File: src/logic/conv_ctrl_pkg.sv
/*
 * Shared constants and types for the converter mode and fault control block.
 * Assumes one 100 MHz controller clock and a 32-bit AXI4-Lite register bus.
 */
package conv_ctrl_pkg;

  localparam int unsigned ADDR_W = 8;
  localparam int unsigned DATA_W = 32;

  // Register byte offsets
  localparam logic [7:0] STATUS_OFFSET   = 8'h00;
  localparam logic [7:0] INT_STAT_OFFSET = 8'h04;
  localparam logic [7:0] INT_MASK_OFFSET = 8'h08;
  localparam logic [7:0] THRESH_OFFSET   = 8'h0c;

  // Status register fields
  localparam int unsigned ST_MODE_LSB   = 0;
  localparam int unsigned ST_FAULT_BIT  = 2;
  localparam int unsigned ST_SWITCH_BIT = 3;
  localparam int unsigned ST_BLANK_BIT  = 4;
  localparam int unsigned ST_OVPOFF_BIT = 5;
  localparam int unsigned ST_SKIP_BIT   = 6;

  // Interrupt status and mask fields
  localparam int unsigned EV_W          = 3;
  localparam int unsigned EV_FAULT_BIT  = 0;
  localparam int unsigned EV_MODE_BIT   = 1;
  localparam int unsigned EV_BLANK_BIT  = 2;
  localparam logic [2:0]  INT_MASK_RESET = 3'h0;

  // Bus responses
  localparam logic [1:0] RESP_OKAY   = 2'h0;
  localparam logic [1:0] RESP_SLVERR = 2'h2;

  // Undervoltage blanking in slew-rate clock periods
  localparam int unsigned BLANK_SLEW_CYCLES = 256;
  localparam int unsigned BLANK_CNT_W       = 9;

  // Current-limit threshold
  localparam int unsigned SET_MV_W       = 12;
  localparam int unsigned THRESH_MV_W    = 9;
  localparam logic [8:0]  CURRENT_LIMIT_SETTING_DEFAULT_MV = 9'h064;
  localparam logic [11:0] CURRENT_LIMIT_SETTING_DIVISOR    = 12'h00a;

  typedef enum logic [1:0] {
    MODE_SHUTDOWN,
    MODE_NO_FAULT,
    MODE_FORCED_PWM,
    MODE_AUTO
  } mode_type;

  // Decoded levels of the mode/shutdown pin, one-hot from the level detector
  typedef struct packed {
    logic gnd;
    logic test;
    logic open;
    logic supply;
  } mode_pin_type;

  typedef struct packed {
    logic over;
    logic under;
    logic thermal;
  } trips_type;

endpackage

File: src/logic/conv_mode_fault.sv
/*
 * Mode decode, fault latch, gate-drive override, current-limit threshold,
 * interrupt logic and AXI4-Lite register slave of a step-down controller.
 * Assumes pin-level and comparator inputs are asynchronous, and the modulator
 * request and limit setting come from logic on aclk.
 */
// Implementation choices: the AXI4-Lite slave port and the placing of the registers.
// Behaviour
// - Ground level: shutdown, low-side drive forced high
// - Test level: protections off, fault latch cleared
// - Test mode modulates like automatic run mode
// - Open level: forced PWM, never pulse-skip
// - Forced PWM keeps low side on, current reverses
// - Supply level: automatic PWM and pulse-skip switchover
// - Skip starts when inductor current reaches zero
// - Trips latch fault; stop switching, drive high
// - Fault clears only by power or ground; the latch also clears at test level
// - Limit default 100mV, else setting divided by ten
// - Undervoltage ignored for first 256 slew cycles
// - Overvoltage-disable input high suppresses overvoltage protection
`timescale 1ns/100ps
module conv_mode_fault (
  input  wire logic                              aclk,
  input  wire logic                              aresetn,
  input  wire logic [conv_ctrl_pkg::ADDR_W-1:0]   awaddr,
  input  wire logic                              awvalid,
  output logic                                   awready,
  input  wire logic [conv_ctrl_pkg::DATA_W-1:0]   wdata,
  input  wire logic [3:0]                        wstrb,
  input  wire logic                              wvalid,
  output logic                                   wready,
  output logic [1:0]                             bresp,
  output logic                                   bvalid,
  input  wire logic                              bready,
  input  wire logic [conv_ctrl_pkg::ADDR_W-1:0]   araddr,
  input  wire logic                              arvalid,
  output logic                                   arready,
  output logic [conv_ctrl_pkg::DATA_W-1:0]       rdata,
  output logic [1:0]                             rresp,
  output logic                                   rvalid,
  input  wire logic                              rready,
  input  wire conv_ctrl_pkg::mode_pin_type       mode_shutdown_pin,
  input  wire conv_ctrl_pkg::trips_type          trips,
  input  wire logic                              ovp_disable_pin,
  input  wire logic                              zero_cross,
  input  wire logic                              slew_clock,
  input  wire logic                              low_side_request,
  input  wire logic                              current_limit_setting_at_supply,
  input  wire logic [conv_ctrl_pkg::SET_MV_W-1:0] current_limit_setting,
  output logic                                   low_side_gate_drive,
  output logic                                   switching_enable,
  output logic                                   skip_active,
  output logic                                   reverse_current_allowed,
  output conv_ctrl_pkg::mode_type                mode,
  output logic                                   fault_latched,
  output logic [conv_ctrl_pkg::THRESH_MV_W-1:0]  valley_threshold_mv,
  output logic                                   irq
);

  logic [9:0]                          meta_q;
  logic [9:0]                          sync_q;
  conv_ctrl_pkg::mode_pin_type         pin_s;
  conv_ctrl_pkg::trips_type            trip_s;
  logic                                ovp_off_s;
  logic                                zc_s;
  logic                                slew_s;
  logic                                slew_prev_q;
  conv_ctrl_pkg::mode_type             mode_q;
  conv_ctrl_pkg::mode_type             mode_d;
  logic                                fault_q;
  logic                                fault_set;
  logic                                run_mode;
  logic                                auto_like;
  logic [conv_ctrl_pkg::BLANK_CNT_W-1:0] blank_cnt_q;
  logic                                blanking;
  logic                                blank_prev_q;
  logic                                drive_q;
  logic                                skip_q;
  logic [conv_ctrl_pkg::THRESH_MV_W-1:0] thresh_q;
  logic [conv_ctrl_pkg::SET_MV_W-1:0]  set_div;
  logic [conv_ctrl_pkg::EV_W-1:0]      events;
  logic [conv_ctrl_pkg::EV_W-1:0]      int_stat_q;
  logic [conv_ctrl_pkg::EV_W-1:0]      int_mask_q;
  logic                                aw_got_q;
  logic                                w_got_q;
  logic [conv_ctrl_pkg::ADDR_W-1:0]    aw_addr_q;
  logic [conv_ctrl_pkg::DATA_W-1:0]    w_data_q;
  logic [3:0]                          w_strb_q;
  logic                                bvalid_q;
  logic [1:0]                          bresp_q;
  logic                                rvalid_q;
  logic [conv_ctrl_pkg::DATA_W-1:0]    rdata_q;
  logic [1:0]                          rresp_q;
  logic                                wr_do;
  logic                                rd_do;
  logic                                stat_rd_clear;

  // Two-stage synchroniser for every asynchronous input
  always_ff @(posedge aclk) begin
    if (!aresetn) begin
      meta_q <= 10'h200; // Pins read as ground until sampled
      sync_q <= 10'h200;
    end else begin
      meta_q <= {mode_shutdown_pin, trips, ovp_disable_pin, zero_cross, slew_clock};
      sync_q <= meta_q;
    end
  end

  assign pin_s     = sync_q[9:6];
  assign trip_s    = sync_q[5:3];
  assign ovp_off_s = sync_q[2];
  assign zc_s      = sync_q[1];
  assign slew_s    = sync_q[0];

  // Mode resolution each clock
  always_comb begin
    if (pin_s.gnd) begin
      mode_d = conv_ctrl_pkg::MODE_SHUTDOWN;
    end else if (pin_s.test) begin
      mode_d = conv_ctrl_pkg::MODE_NO_FAULT;
    end else if (pin_s.supply) begin
      mode_d = conv_ctrl_pkg::MODE_AUTO;
    end else begin
      mode_d = conv_ctrl_pkg::MODE_FORCED_PWM;
    end
  end

  always_ff @(posedge aclk) begin
    if (!aresetn) begin
      mode_q <= conv_ctrl_pkg::MODE_SHUTDOWN;
    end else begin
      mode_q <= mode_d;
    end
  end

  assign run_mode  = (mode_q == conv_ctrl_pkg::MODE_FORCED_PWM) || (mode_q == conv_ctrl_pkg::MODE_AUTO);
  assign auto_like = (mode_q == conv_ctrl_pkg::MODE_AUTO) || (mode_q == conv_ctrl_pkg::MODE_NO_FAULT);

  // Undervoltage blanking, restarted while shut down
  always_ff @(posedge aclk) begin
    if (!aresetn) begin
      slew_prev_q <= 1'b0;
      blank_cnt_q <= '0;
    end else begin
      slew_prev_q <= slew_s;
      if (mode_q == conv_ctrl_pkg::MODE_SHUTDOWN) begin
        blank_cnt_q <= '0;
      end else if (blanking && slew_s && !slew_prev_q) begin
        blank_cnt_q <= blank_cnt_q + 1'b1;
      end
    end
  end

  assign blanking = blank_cnt_q < conv_ctrl_pkg::BLANK_CNT_W'(conv_ctrl_pkg::BLANK_SLEW_CYCLES);

  // Fault latch: trips only act in the run modes
  assign fault_set = run_mode && ((trip_s.over && !ovp_off_s)
                                  || (trip_s.under && !blanking)
                                  || trip_s.thermal);

  always_ff @(posedge aclk) begin
    if (!aresetn) begin
      fault_q <= 1'b0;
    end else if (fault_set) begin
      fault_q <= 1'b1;
    end else if (!run_mode) begin
      fault_q <= 1'b0;
    end
  end

  // Gate drive and modulator steering
  always_ff @(posedge aclk) begin
    if (!aresetn) begin
      drive_q <= 1'b1;
      skip_q  <= 1'b0;
    end else begin
      skip_q <= auto_like && !fault_q && zc_s;
      if (mode_q == conv_ctrl_pkg::MODE_SHUTDOWN || fault_q) begin
        drive_q <= 1'b1;
      end else if (auto_like && zc_s) begin
        drive_q <= 1'b0;
      end else begin
        drive_q <= low_side_request;
      end
    end
  end

  // Valley current-limit threshold
  assign set_div = current_limit_setting / conv_ctrl_pkg::CURRENT_LIMIT_SETTING_DIVISOR;

  always_ff @(posedge aclk) begin
    if (!aresetn) begin
      thresh_q <= conv_ctrl_pkg::CURRENT_LIMIT_SETTING_DEFAULT_MV;
    end else if (current_limit_setting_at_supply) begin
      thresh_q <= conv_ctrl_pkg::CURRENT_LIMIT_SETTING_DEFAULT_MV;
    end else begin
      thresh_q <= set_div[conv_ctrl_pkg::THRESH_MV_W-1:0];
    end
  end

  assign low_side_gate_drive     = drive_q;
  assign skip_active             = skip_q;
  assign switching_enable        = (mode_q != conv_ctrl_pkg::MODE_SHUTDOWN) && !fault_q;
  assign reverse_current_allowed = (mode_q == conv_ctrl_pkg::MODE_FORCED_PWM) && !fault_q;
  assign mode                    = mode_q;
  assign fault_latched           = fault_q;
  assign valley_threshold_mv     = thresh_q;

  // Interrupt events; a set in the clearing cycle wins
  always_ff @(posedge aclk) begin
    if (!aresetn) begin
      blank_prev_q <= 1'b1;
    end else begin
      blank_prev_q <= blanking;
    end
  end

  assign events[conv_ctrl_pkg::EV_FAULT_BIT] = fault_set && !fault_q;
  assign events[conv_ctrl_pkg::EV_MODE_BIT]  = mode_d != mode_q;
  assign events[conv_ctrl_pkg::EV_BLANK_BIT] = blank_prev_q && !blanking;

  assign stat_rd_clear = rd_do && (araddr == conv_ctrl_pkg::INT_STAT_OFFSET);

  always_ff @(posedge aclk) begin
    if (!aresetn) begin
      int_stat_q <= '0;
    end else if (stat_rd_clear) begin
      int_stat_q <= events;
    end else begin
      int_stat_q <= int_stat_q | events;
    end
  end

  assign irq = |(int_stat_q & int_mask_q);

  // AXI4-Lite write channel
  assign awready = !aw_got_q && !bvalid_q;
  assign wready  = !w_got_q && !bvalid_q;
  assign wr_do   = aw_got_q && w_got_q && !bvalid_q;

  always_ff @(posedge aclk) begin
    if (!aresetn) begin
      aw_got_q  <= 1'b0;
      w_got_q   <= 1'b0;
      aw_addr_q <= '0;
      w_data_q  <= '0;
      w_strb_q  <= 4'h0;
      bvalid_q  <= 1'b0;
      bresp_q   <= conv_ctrl_pkg::RESP_OKAY;
    end else begin
      if (awvalid && awready) begin
        aw_got_q  <= 1'b1;
        aw_addr_q <= awaddr;
      end
      if (wvalid && wready) begin
        w_got_q  <= 1'b1;
        w_data_q <= wdata;
        w_strb_q <= wstrb;
      end
      if (wr_do) begin
        aw_got_q <= 1'b0;
        w_got_q  <= 1'b0;
        bvalid_q <= 1'b1;
        case (aw_addr_q)
          conv_ctrl_pkg::STATUS_OFFSET,
          conv_ctrl_pkg::INT_STAT_OFFSET,
          conv_ctrl_pkg::INT_MASK_OFFSET,
          conv_ctrl_pkg::THRESH_OFFSET: bresp_q <= conv_ctrl_pkg::RESP_OKAY;
          default:                      bresp_q <= conv_ctrl_pkg::RESP_SLVERR;
        endcase
      end else if (bvalid_q && bready) begin
        bvalid_q <= 1'b0;
      end
    end
  end

  always_ff @(posedge aclk) begin
    if (!aresetn) begin
      int_mask_q <= conv_ctrl_pkg::INT_MASK_RESET;
    end else if (wr_do && aw_addr_q == conv_ctrl_pkg::INT_MASK_OFFSET && w_strb_q[0]) begin
      int_mask_q <= w_data_q[conv_ctrl_pkg::EV_W-1:0];
    end
  end

  assign bvalid = bvalid_q;
  assign bresp  = bresp_q;

  // AXI4-Lite read channel
  assign arready = !rvalid_q;
  assign rd_do   = arvalid && arready;

  always_ff @(posedge aclk) begin
    if (!aresetn) begin
      rvalid_q <= 1'b0;
      rdata_q  <= '0;
      rresp_q  <= conv_ctrl_pkg::RESP_OKAY;
    end else if (rd_do) begin
      rvalid_q <= 1'b1;
      rdata_q  <= '0;
      rresp_q  <= conv_ctrl_pkg::RESP_OKAY;
      case (araddr)
        conv_ctrl_pkg::STATUS_OFFSET: begin
          rdata_q[conv_ctrl_pkg::ST_MODE_LSB +: 2]    <= mode_q;
          rdata_q[conv_ctrl_pkg::ST_FAULT_BIT]        <= fault_q;
          rdata_q[conv_ctrl_pkg::ST_SWITCH_BIT]       <= switching_enable;
          rdata_q[conv_ctrl_pkg::ST_BLANK_BIT]        <= blanking;
          rdata_q[conv_ctrl_pkg::ST_OVPOFF_BIT]       <= ovp_off_s;
          rdata_q[conv_ctrl_pkg::ST_SKIP_BIT]         <= skip_q;
        end
        conv_ctrl_pkg::INT_STAT_OFFSET: rdata_q[conv_ctrl_pkg::EV_W-1:0] <= int_stat_q;
        conv_ctrl_pkg::INT_MASK_OFFSET: rdata_q[conv_ctrl_pkg::EV_W-1:0] <= int_mask_q;
        conv_ctrl_pkg::THRESH_OFFSET:   rdata_q[conv_ctrl_pkg::THRESH_MV_W-1:0] <= thresh_q;
        default:                        rresp_q <= conv_ctrl_pkg::RESP_SLVERR;
      endcase
    end else if (rvalid_q && rready) begin
      rvalid_q <= 1'b0;
    end
  end

  assign rvalid = rvalid_q;
  assign rdata  = rdata_q;
  assign rresp  = rresp_q;

  // Checks
  a_shutdown_drive_high: assert property (@(posedge aclk) disable iff (!aresetn)
    mode_q == conv_ctrl_pkg::MODE_SHUTDOWN |-> !switching_enable ##1 low_side_gate_drive)
    else $error("drive not high in shutdown");
  a_test_clears_fault: assert property (@(posedge aclk) disable iff (!aresetn)
    mode_q == conv_ctrl_pkg::MODE_NO_FAULT |=> !fault_q)
    else $error("fault latch kept in test mode");
  a_test_skips_auto: assert property (@(posedge aclk) disable iff (!aresetn)
    (mode_q == conv_ctrl_pkg::MODE_NO_FAULT && !fault_q && zc_s) |=> skip_q && !drive_q)
    else $error("test mode did not skip like auto");
  a_pwm_never_skips: assert property (@(posedge aclk) disable iff (!aresetn)
    mode_q == conv_ctrl_pkg::MODE_FORCED_PWM |=> !skip_q)
    else $error("skip in forced pwm");
  a_pwm_low_side_on: assert property (@(posedge aclk) disable iff (!aresetn)
    (mode_q == conv_ctrl_pkg::MODE_FORCED_PWM && !fault_q && low_side_request) |=> drive_q)
    else $error("low side cut in forced pwm");
  a_auto_skip_zero: assert property (@(posedge aclk) disable iff (!aresetn)
    (mode_q == conv_ctrl_pkg::MODE_AUTO && !fault_q && zc_s) |=> skip_q)
    else $error("auto mode did not skip at zero");
  a_skip_cause: assert property (@(posedge aclk) disable iff (!aresetn)
    skip_q |-> $past(zc_s) && !$past(fault_q))
    else $error("skip without zero crossing");
  a_trip_latches: assert property (@(posedge aclk) disable iff (!aresetn)
    (run_mode && trip_s.thermal) |=> fault_q ##1 drive_q)
    else $error("thermal trip not latched");
  a_fault_holds: assert property (@(posedge aclk) disable iff (!aresetn)
    (fault_q && run_mode && mode_d != conv_ctrl_pkg::MODE_SHUTDOWN && mode_d != conv_ctrl_pkg::MODE_NO_FAULT)
    |=> fault_q [*2])
    else $error("fault cleared by run level");
  a_current_limit_setting_default: assert property (@(posedge aclk) disable iff (!aresetn)
    current_limit_setting_at_supply |=> thresh_q == conv_ctrl_pkg::CURRENT_LIMIT_SETTING_DEFAULT_MV)
    else $error("default limit wrong");
  a_uv_blanked: assert property (@(posedge aclk) disable iff (!aresetn)
    (blanking && !fault_q && !trip_s.over && !trip_s.thermal) |=> !fault_q)
    else $error("undervoltage not blanked");
  a_ovp_suppress: assert property (@(posedge aclk) disable iff (!aresetn)
    (ovp_off_s && !fault_q && !trip_s.under && !trip_s.thermal) |=> !fault_q)
    else $error("overvoltage not suppressed");
  a_mode_priority: assert property (@(posedge aclk) disable iff (!aresetn)
    (pin_s.test && !pin_s.gnd) |=> mode_q == conv_ctrl_pkg::MODE_NO_FAULT)
    else $error("mode priority wrong");

endmodule

File: config.mk
export PLATFORM = sky130hd
export DESIGN_NAME = conv_mode_fault
export DESIGN_NICKNAME = d
export VERILOG_FILES = /design/src/logic/conv_ctrl_pkg.sv /design/src/logic/conv_mode_fault.sv
export SDC_FILE = /design/constraint.sdc
export NUM_CORES = 1
export LEC_CHECK = 0
export BUFFER_PORTS_ARGS = -buffer_cell sky130_fd_sc_hd__buf_2
export CORE_MARGIN = 2
export CORE_UTILIZATION = 55
export CTS_BUF_LIST = sky130_fd_sc_hd__clkbuf_8
export DETAILED_ROUTE_END_ITERATION = 16
export PLACE_DENSITY = 0.86
export SYNTH_ARGS = -nofsm -noshare
export SYNTH_HDL_FRONTEND = slang
export SYNTH_SLANG_ARGS = --single-unit
File: constraint.sdc
create_clock -name aclk -period 6.3 [get_ports aclk]
set_input_delay 1.26 -clock aclk [delete_from_list [all_inputs] [get_ports aclk]]
set_output_delay 1.26 -clock aclk [all_outputs]
set_load 0.05 [all_outputs]
==> results by stage, run 1 <==
Outcome:
- The run finished with clean final reports.

Critical path:
- The start of the worst register-to-register path is bvalid.
- The critical path is of the primary input to flip-flop type.
- For the worst setup path, the data arrival time is roughly 4.2 ns.
- STA puts the critical path data required time at between 6 and 7 ns.
- The cell family contributing the most delay on the critical path is simple AND/OR/NAND/NOR gates.
- The largest incremental delay on the critical path is about 0.5 ns.
- The largest fanout on the critical path is 21.
- The worst setup path is captured at a flip-flop.
- Together, buffers and inverters on the worst path number 1.
- The endpoint identified for the worst register-to-register timing path is int_mask_q[0].
- The standard cell with the maximum stage delay on the critical path is sky130_fd_sc_hd__or4_4.
- Walking the worst path, the cells encountered are buf_2 > and2b_2 > nor2_1 > or4_4 > a311oi_4 > o32ai_4 > nor2_2 > or3_1 > a211oi_1 > o41ai_1 > o221ai_1.
- The startpoint kind of the worst setup timing path is a primary input.
- For the worst flop-to-flop path, the logic depth is 6.
- The register-to-register setup slack is 4.35 ns.

Logic synthesis:
- In the synthesized netlist, the cells that appear most often are sky130_fd_sc_hd__dfxtp_1 (76), sky130_fd_sc_hd__nor2_1 (55), sky130_fd_sc_hd__nand2_1 (43).
- The count of warnings emitted by yosys is 0.
- In this run the mean area of a mapped cell was around 8.4 µm².
- Summing the sequential cell areas from Yosys gives 36.4% of the chip area.
- In the synthesized netlist, the number of instances is 501.
- The biggest area contributor in the post-synthesis netlist is sky130_fd_sc_hd__dfxtp_1.
- The most frequently used flop master after synthesis is sky130_fd_sc_hd__dfxtp_1.
- In this run, synthesis produced a sequential element count of 76.
- The share of async-settable or async-resettable flops after synthesis is 0%.
- Yosys mapped a number of flops with a built-in enable equal to 0.
- The cell area that synthesis handed to floorplanning was between 4000 and 5000 µm².
- The distinct cell type count of the synthesized netlist is 77.
- By area the synthesized netlist is led by sky130_fd_sc_hd__dfxtp_1 (36%), sky130_fd_sc_hd__buf_4 (5.0%), sky130_fd_sc_hd__nor2_1 (4.9%).
- In this run the biggest area consumer among cell types represents 36.4% of the synthesized area.
- The most frequently used cell type in the post-synthesis netlist is sky130_fd_sc_hd__dfxtp_1.

STA:
- The maximum clock frequency is about 0.25 GHz.
- The slew at the pin with the worst max-slew slack is just over 0.9 ns.
- The worst path needs about 4.0 ns of the cycle, external delays included.
- The max-slew violation total from the final report is 0.
- The number of endpoints with negative hold slack in the final report was 0.
- In the final timing run, aggregate negative setup slack is 0 ns.
- On the final layout, the worst clock skew is 0.00890 ns.
- Setup repair after global routing left no endpoint under its margin.
- Once routing completed, OpenROAD measured the worst setup slack at ~2.3 ns.
- The share of the cycle needed by the critical path after routing is 63.1%.
- The final-report setup violation count is 0.
- Across all hold checks on the routed design, the worst slack comes to ~0.42 ns.
- Measured against its own limit, the worst slew margin works out to 39.2%.

Place:
- The total placed instance area is ~4400 µm².
- The pre-CTS worst setup slack is roughly 2 ns.
- The congestion estimate from routability-driven global placement came to around 0.89.
- The port buffer count is a little over 80.
- The HPWL after detailed placement is slightly above 7000 µm.
- Counting tap cells, the placed design contains a total of 652 instances.

Final layout:
- The fill cell instance count of the final layout is roughly 620.
- The core occupancy in the finished layout is 63.5%.
- The antenna diode count is 0.
- The filler-free cell count of the finished design is around 670.
- The post-layout net count is between 600 and 700.
- In the final layout, the share of cells above drive strength 1 is between 20% and 30%.
- Summing all non-filler instances in the final layout gives an area of around 4600 µm².
- The area growth from synthesis to layout is 10.6%.

Floorplanning:
- In this run the horizontal extent of the chip is a little over 90 µm.
- In this run the count of I/O pins placed on the die edge is around 140.
- The number of rows in the core area is 31.
- The area of the die is around 8300 µm².
- In this run the vertical extent of the chip is approximately 90 µm.
- The initial utilization of the core area, before any placement, comes to a little under three fifths.
- The core outline area is between 7000 and 8000 µm².

CTS:
- The clock passes through at most 2 buffers.
- In this run, post-CTS repair resized a total of 0 instances.
- Once the clock tree was built, the setup fixing pass inserted 0 buffers.
- CTS placed an instance of sky130_fd_sc_hd__clkbuf_8 at the clock tree root.
- The number of clock sinks is 76.
- The CTS tree is yes.
- At the later pin of the worst-skew pair, clock insertion delay measures 0.35 ns.
- The number of H-tree branching levels is 3.
- The register clock-pin slew on the reported worst setup and hold paths is about 0.080 ns.
- After clock tree synthesis, the flow added hold-fix buffers numbering 0.
- The number of buffers inserted during clock tree synthesis is 9.

Route:
- The number of DRC violations after detailed routing is 0.
- The detailed router placed around 3,800 vias in this run.
- After detailed routing, the total wire length is 9690 µm.
- The vias per cell is ~5.7.
- The detailed router finished its first iteration with between 200 and 250 violations.
- Dividing the detail-routed wire length by the instance count gives around 15 µm.
- The count of nets left with antenna violations after detail routing is 0.
- The length of the first detailed-routing pass in iterations is 5.

Pwr:
- Power comes to 1.10 mW.
- VDD sags by at most ~0.12 mV.
- The cell area power density is ~240 nW/µm².
- The analysis attributes to cell leakage a power of approximately 1.9 nW.

Global route:
- The maximum number of pins on one net before global-route repair is 35.
- The first global-routing pass estimated around 16,000 µm of wire.
- For this run, the total global-route usage over all layers was measured as a little under a quarter.
- The number of global-route vias before repair is 3,427.
- After global routing the overflow that remains totals 0.
- The number of antenna violations at the first check in global routing was 0.

Worst hold path:
- The path with the worst hold slack has its endpoint at sync_q[9].
- The worst hold path cell count is 1.
- The path type of the worst min-delay path is flip-flop to flip-flop.
- The beginning of the worst hold path is meta_q[9].

Job:
- Across the run, the number of max-cap violations was 0.
==> layout by cell type (no fill, tap or decap), types with 5 or more instances in the layout <==
cell	synthesis	routed
sky130_fd_sc_hd__nor3_1	10	10
sky130_fd_sc_hd__conb_1	1	25
sky130_fd_sc_hd__buf_2	4	81
sky130_fd_sc_hd__nand3b_1	5	5
sky130_fd_sc_hd__dfxtp_1	76	76
sky130_fd_sc_hd__clkbuf_8	0	10
sky130_fd_sc_hd__and3b_1	5	5
sky130_fd_sc_hd__nand3_1	14	14
sky130_fd_sc_hd__inv_1	14	15
sky130_fd_sc_hd__a21oi_1	35	35
sky130_fd_sc_hd__nor3b_1	6	6
sky130_fd_sc_hd__xor2_1	5	5
sky130_fd_sc_hd__and2_1	22	22
sky130_fd_sc_hd__mux2i_1	10	10
sky130_fd_sc_hd__a211oi_1	8	8
sky130_fd_sc_hd__a31oi_1	7	7
sky130_fd_sc_hd__nand2_1	43	43
sky130_fd_sc_hd__nor2_1	55	55
sky130_fd_sc_hd__nand2b_1	13	13
sky130_fd_sc_hd__o21ai_0	17	17
sky130_fd_sc_hd__a22oi_1	9	9
sky130_fd_sc_hd__nor2b_1	6	6
==> sequential cells by signal (all words and copies together) (netlist names), 2 cells and up <==
register and count:
rdata 9, sync_q 9, int_stat_q 3, int_mask_q 3, aw_addr_q 8, meta_q 9
mode 2, valley_threshold_mv 9, blank_cnt_q 9, w_data_q 3
==> report_power, final <==
group | total, mW | switching [mW] | internal (mW)
clock network | 0.326 | 0.173 | 0.153
registers | 0.511 | 0.0116 | 0.499
logic | 0.261 | 0.179 | 0.0819
total | 1.10 | 0.364 | 0.734
==> layer usage <==
layer / vias to the layer above / part of all wire, % / global-route usage (%)
met1: 1768 / 42 / 30.0
met2: 184 / 49 / 41.0
met4: 0 / 1.8 / 7.45
met5: - / 0 / 0
met3: 15 / 7.3 / 4.40
li1: 1858 / - / -
==> logic make-up (layout without fill, tap and decap cells) <==
group	after synthesis	after routing	synth area share (%)
simple gates	211	211	26.7
compound gates	122	122	20.8
flops	76	76	36.4
buf+inv	69	113	9.90
mux	13	13	4.01
xor+xnor	8	8	1.85
fa+ha+maj	1	1	0.299
other cells	1	25	0.0896
==> area by class of cell <==
class	instances	area [µm²]	area share, %
Inverter	16	60.1	1.30
Tap cell	99	124	2.68
Clock inverter	6	41.3	0.892
Timing Repair Buffer	81	405	8.76
Multi-Input combinational cell	380	2340	50.5
Sequential cell	76	1520	32.9
Clock buffer	10	138	2.97
==> worst reg2reg max path: stages (launching register included) <==
cell and delay [ns]:
sky130_fd_sc_hd__dfxtp_1 0.35, sky130_fd_sc_hd__nand2b_1 0.16, sky130_fd_sc_hd__or2_2 0.30, sky130_fd_sc_hd__nor4_1 0.36, sky130_fd_sc_hd__nand4b_1 0.30, sky130_fd_sc_hd__mux2i_1 0.25, sky130_fd_sc_hd__nor2_1 0.06
==> worst max-delay path by stage <==
stage,end,depth (start not counted),start,slack [ns]
5_1_grt,valley_threshold_mv[0],11,current_limit_setting[9],2.03
2_1_floorplan,valley_threshold_mv[0],12,current_limit_setting[11],2.59
3_5_place_dp,valley_threshold_mv[0],11,current_limit_setting[9],2.00
6_report,valley_threshold_mv[0],11,current_limit_setting[9],2.33
4_1_cts,valley_threshold_mv[0],11,current_limit_setting[9],2.35
3_3_place_gp,valley_threshold_mv[0],11,current_limit_setting[9],2.06
(Power assumes the default switching activity.)
==> inputs of run 2 (changes only) <==
--- a/config.mk
+++ b/config.mk
@@ -7,10 +7,10 @@
 export LEC_CHECK = 0
 export BUFFER_PORTS_ARGS = -buffer_cell sky130_fd_sc_hd__buf_2
 export CORE_MARGIN = 2
-export CORE_UTILIZATION = 55
+export CORE_UTILIZATION = 47
 export CTS_BUF_LIST = sky130_fd_sc_hd__clkbuf_8
 export DETAILED_ROUTE_END_ITERATION = 16
-export PLACE_DENSITY = 0.86
+export PLACE_DENSITY = 0.78
 export SYNTH_ARGS = -nofsm -noshare
 export SYNTH_HDL_FRONTEND = slang
 export SYNTH_SLANG_ARGS = --single-unit
==> constraint.sdc (replaced) <==
create_clock -name aclk -period 3.4 [get_ports aclk]
set_input_delay 0.68 -clock aclk [delete_from_list [all_inputs] [get_ports aclk]]
set_output_delay 0.68 -clock aclk [all_outputs]
set_load 0.05 [all_outputs]
==> run 2 against run 1 <==
  * Wire length is 7.9% higher
  * Non-clock buffer count is 37 higher
  * Clock skew is 0.0045 ns lower
  * Sequential power is 85% higher
  * Final area is 7.6% higher
  * Critical path depth stayed put
  * Register-to-register slack worse by 2.8 ns
  * Core utilization is 6.1 points lower
  * Global-route usage is 2.3 points lower
  * Critical path type unchanged
  * Critical endpoint unchanged
  * Largest cell class unchanged
  * Largest power group unchanged
==> results by stage, run 2 (synthesized netlist as in run 1, its figures left out) <==
Floorplanning:
- The I/O pin total came to 141 (unchanged).
- The core outline area is 8680 µm² (was 7290 µm²).
- The die width was 98.4 µm (was 91.2 µm).
- The area of the die is 9670 µm² (was 8320 µm²).
- The number of rows in the core area is 34 (was 31).
- The die outline height is 98.4 µm (was 91.2 µm).
- The initial core utilization is 48.2% (was 57.4%).

Route:
- The total via count after detailed routing was 3,953 (was 3,825).
- The count of nets left with antenna violations after detail routing is 0 (unchanged).
- The detailed router's first-iteration violation count came to 197 (was 241).
- The routed wirelength normalized by instance count is 14.7 µm (was 14.5 µm).
- The total wire length after detailed routing is 10,500 µm (was 9690 µm).
- The length of the first detailed-routing pass in iterations was 4 (was 5).
- The vias per cell is 5.54 (was 5.73).
- The number of DRC violations after detailed routing is 0 (unchanged).

CTS:
- The post-CTS setup buffer count is 0 (unchanged).
- The register clock-pin slew on the reported worst setup and hold paths is 0.08 ns (about the same).
- The buffer levels on the longest clock path is 2 (unchanged).
- The number of cells upsized or downsized after cts is 0 (unchanged).
- The number of H-tree branching levels was 3 (unchanged).
- The number of buffers added to fix hold violations after cts is 0 (unchanged).
- The number of buffers inserted during clock tree synthesis is 9 (unchanged).
- The root buffer cell is sky130_fd_sc_hd__clkbuf_8 (unchanged).
- The CTS tree is yes (unchanged).
- The insertion delay of the later-clocked pin in the worst-skew pair is 0.34 ns (was 0.35 ns).
- The number of clock sinks is 76 (unchanged).

STA:
- The worst slew margin relative to its limit was 51.3% (was 39.2%).
- The final critical path takes up 94.0% of the cycle.
- The final critical-path setup slack is 0.203 ns (was 2.33 ns).
- The minimum clock period is between 3 and 4 ns.
- The number of endpoints with negative hold slack in the final report is 0 (unchanged).
- The maximum clock frequency is 0.313 GHz.
- The slew at the pin with the worst max-slew slack came to 0.726 ns (was 0.906 ns).
- The max-slew violation total from the final report was 0 (unchanged).
- The final-report setup violation count is 0 (unchanged).
- The maximum clock skew at final layout is 0.00441 ns (was 0.00890 ns).

Critical path:
- The startpoint kind of the worst setup timing path is a primary input (unchanged).
- The worst path required time is 3.61 ns (was 6.51 ns).
- The arrival time of data at the critical path endpoint is 3.40 ns (was 4.18 ns).
- The endpoint type of the worst setup path was a flip-flop (unchanged).
- The largest fanout on the critical path is 14 (was 21).
- The worst-case reg-to-reg path depth was 6 (unchanged).
- The critical setup path kind was primary input to flip-flop (unchanged).

Global route:
- The number of antenna violations at the first check in global routing is 0 (unchanged).
- The busiest layer in global routing is met2 (unchanged).
- The met2 usage in global routing came to 37.0% (was 41.0%).
- The wire length of the first global-routing pass is 17,200 µm (was 16,200 µm).
- The met3 track demand over resource in global routing was 3.87% (was 4.40%).
- The number of global-route vias before repair is 3,765 (was 3,427).
- The routing usage on met1 was 26.5% (was 30.0%).
- The overall overflow remaining after global route is 0 (unchanged).
- The maximum number of pins on one net before global-route repair is 34 (was 35).
- The total global-route track usage came to 21.4% (was 23.7%).

Final layout:
- The core occupancy in the finished layout is 57.4% (was 63.5%).
- The fill cell instance count of the final layout is 771 (was 616).
- The share of final-layout standard cells stronger than drive strength 1 is 26.0% (was 21.1%).
- Most frequent cells in the layout: sky130_fd_sc_hd__buf_2 (80), sky130_fd_sc_hd__dfxtp_1 (76), sky130_fd_sc_hd__nor2_1 (55) (was sky130_fd_sc_hd__buf_2 (81), sky130_fd_sc_hd__dfxtp_1 (76), sky130_fd_sc_hd__nor2_1 (55)).
- The post-layout net count came to 685 (was 648).
- The post-synthesis to final-layout area growth is 19.0% (was 10.6%).
- The commonest non-fill, non-tap cell in the layout was sky130_fd_sc_hd__buf_2 (unchanged).
- The area of all placed cells without fillers was 4980 µm² (was 4630 µm²).
- The antenna diode count is 0 (unchanged).

Place:
- The total placed instance area is 4740 µm² (was 4450 µm²).
- The port buffer count is 81 (unchanged).
- The pre-CTS worst setup slack is -0.105 ns (was 2.00 ns).
- The post-detailed-placement half-perimeter wirelength is 7900 µm (was 7120 µm).
- The final weighted congestion in routability-driven placement was 0.882 (was 0.885).

Pwr:
- The largest vdd supply drop is 0.220 mV (was 0.115 mV).
- The leakage dissipation came to 2.13 nW (was 1.92 nW).
- The combinational share of power came to 23.7% (was 23.8%).
- The power share of the clock group is 35.1% (was 29.7%).
- The switching power is 0.691 mW (was 0.364 mW).
- The cell internal power dissipation is 1.61 mW (was 0.734 mW).
- The share of total power in sequential cells is 41.1% (was 46.6%).
- The switching fraction of total power was 30.0% (was 33.1%).
- The cell area power density was 462 nW/µm² (was 237 nW/µm²).

Job:
- The number of violations of the max-capacitance limit is 0 (unchanged).

Worst hold path:
- The worst hold path cell count is 1 (unchanged).
- The path type of the worst min-delay path is flip-flop to flip-flop (unchanged).

Outcome:
- Run status: complete, no violations (unchanged).
-- run 2: per-stage QoR --
stage / hold slack [ns] / total power [mW] / cells / TNS (ns)
after floorplan: 0.386 / 1.38 / 525 / 0
after global placement: 0.395 / 1.49 / 698 / 0
after detailed placement: 0.395 / 1.50 / 698 / -0.111
after CTS: 0.411 / 2.30 / 713 / 0
after global routing: 0.443 / 2.39 / 713 / -0.0331
final: 0.413 / 2.30 / 713 / 0
-- run 2: power by group through the flow --
| stage | clock network, mW | registers (mW) | logic (mW) |
|---|---|---|---|
| after detailed placement | 0 | 0.967 | 0.537 |
| after CTS | 0.816 | 0.946 | 0.540 |
| after global placement | 0 | 0.966 | 0.526 |
| final | 0.808 | 0.947 | 0.546 |
| after floorplan | 0 | 1.00 | 0.377 |
| after global routing | 0.852 | 0.950 | 0.590 |
-- run 2: final cells by class --
type / instances / area (µm²) / area share [%]
multi-input combinational: 380 / 2340 / 47.0
sequential: 76 / 1520 / 30.6
timing repair buffer: 118 / 686 / 13.8
tap: 108 / 135 / 2.71
clock buffer: 9 / 124 / 2.49
clock inverter: 6 / 113 / 2.26
inverter: 16 / 60.1 / 1.21
-- run 2: worst max-delay path, cell delays in order --
cell,delay [ns]
sky130_fd_sc_hd__buf_2,0.21
sky130_fd_sc_hd__or3b_4,0.43
sky130_fd_sc_hd__o221ai_1,0.18
sky130_fd_sc_hd__a21boi_0,0.40
sky130_fd_sc_hd__nor2_1,0.12
sky130_fd_sc_hd__o221ai_1,0.33
sky130_fd_sc_hd__nor2_2,0.11
sky130_fd_sc_hd__a311oi_2,0.29
sky130_fd_sc_hd__nor2_1,0.07
sky130_fd_sc_hd__o41ai_1,0.40
sky130_fd_sc_hd__o221ai_1,0.17
-- run 2: path summary, 6_finish.rpt --
check	from	endpoint	slack, ns
worst max-delay path	current_limit_setting[9]	valley_threshold_mv[0]	0.20
worst min-delay path	meta_q[9]	sync_q[9]	0.41
worst max register to register	bvalid	int_mask_q[1]	1.50
worst min register to register	meta_q[9]	sync_q[9]	0.41
-- run 2: per-layer routing --
metal  part of all wire (%)  vias to the layer above
met5                      0                        -
met4                    2.4                        0
met3                    7.3                       22
met2                     49                      137
met1                     42                     1855
li1                       -                     1939
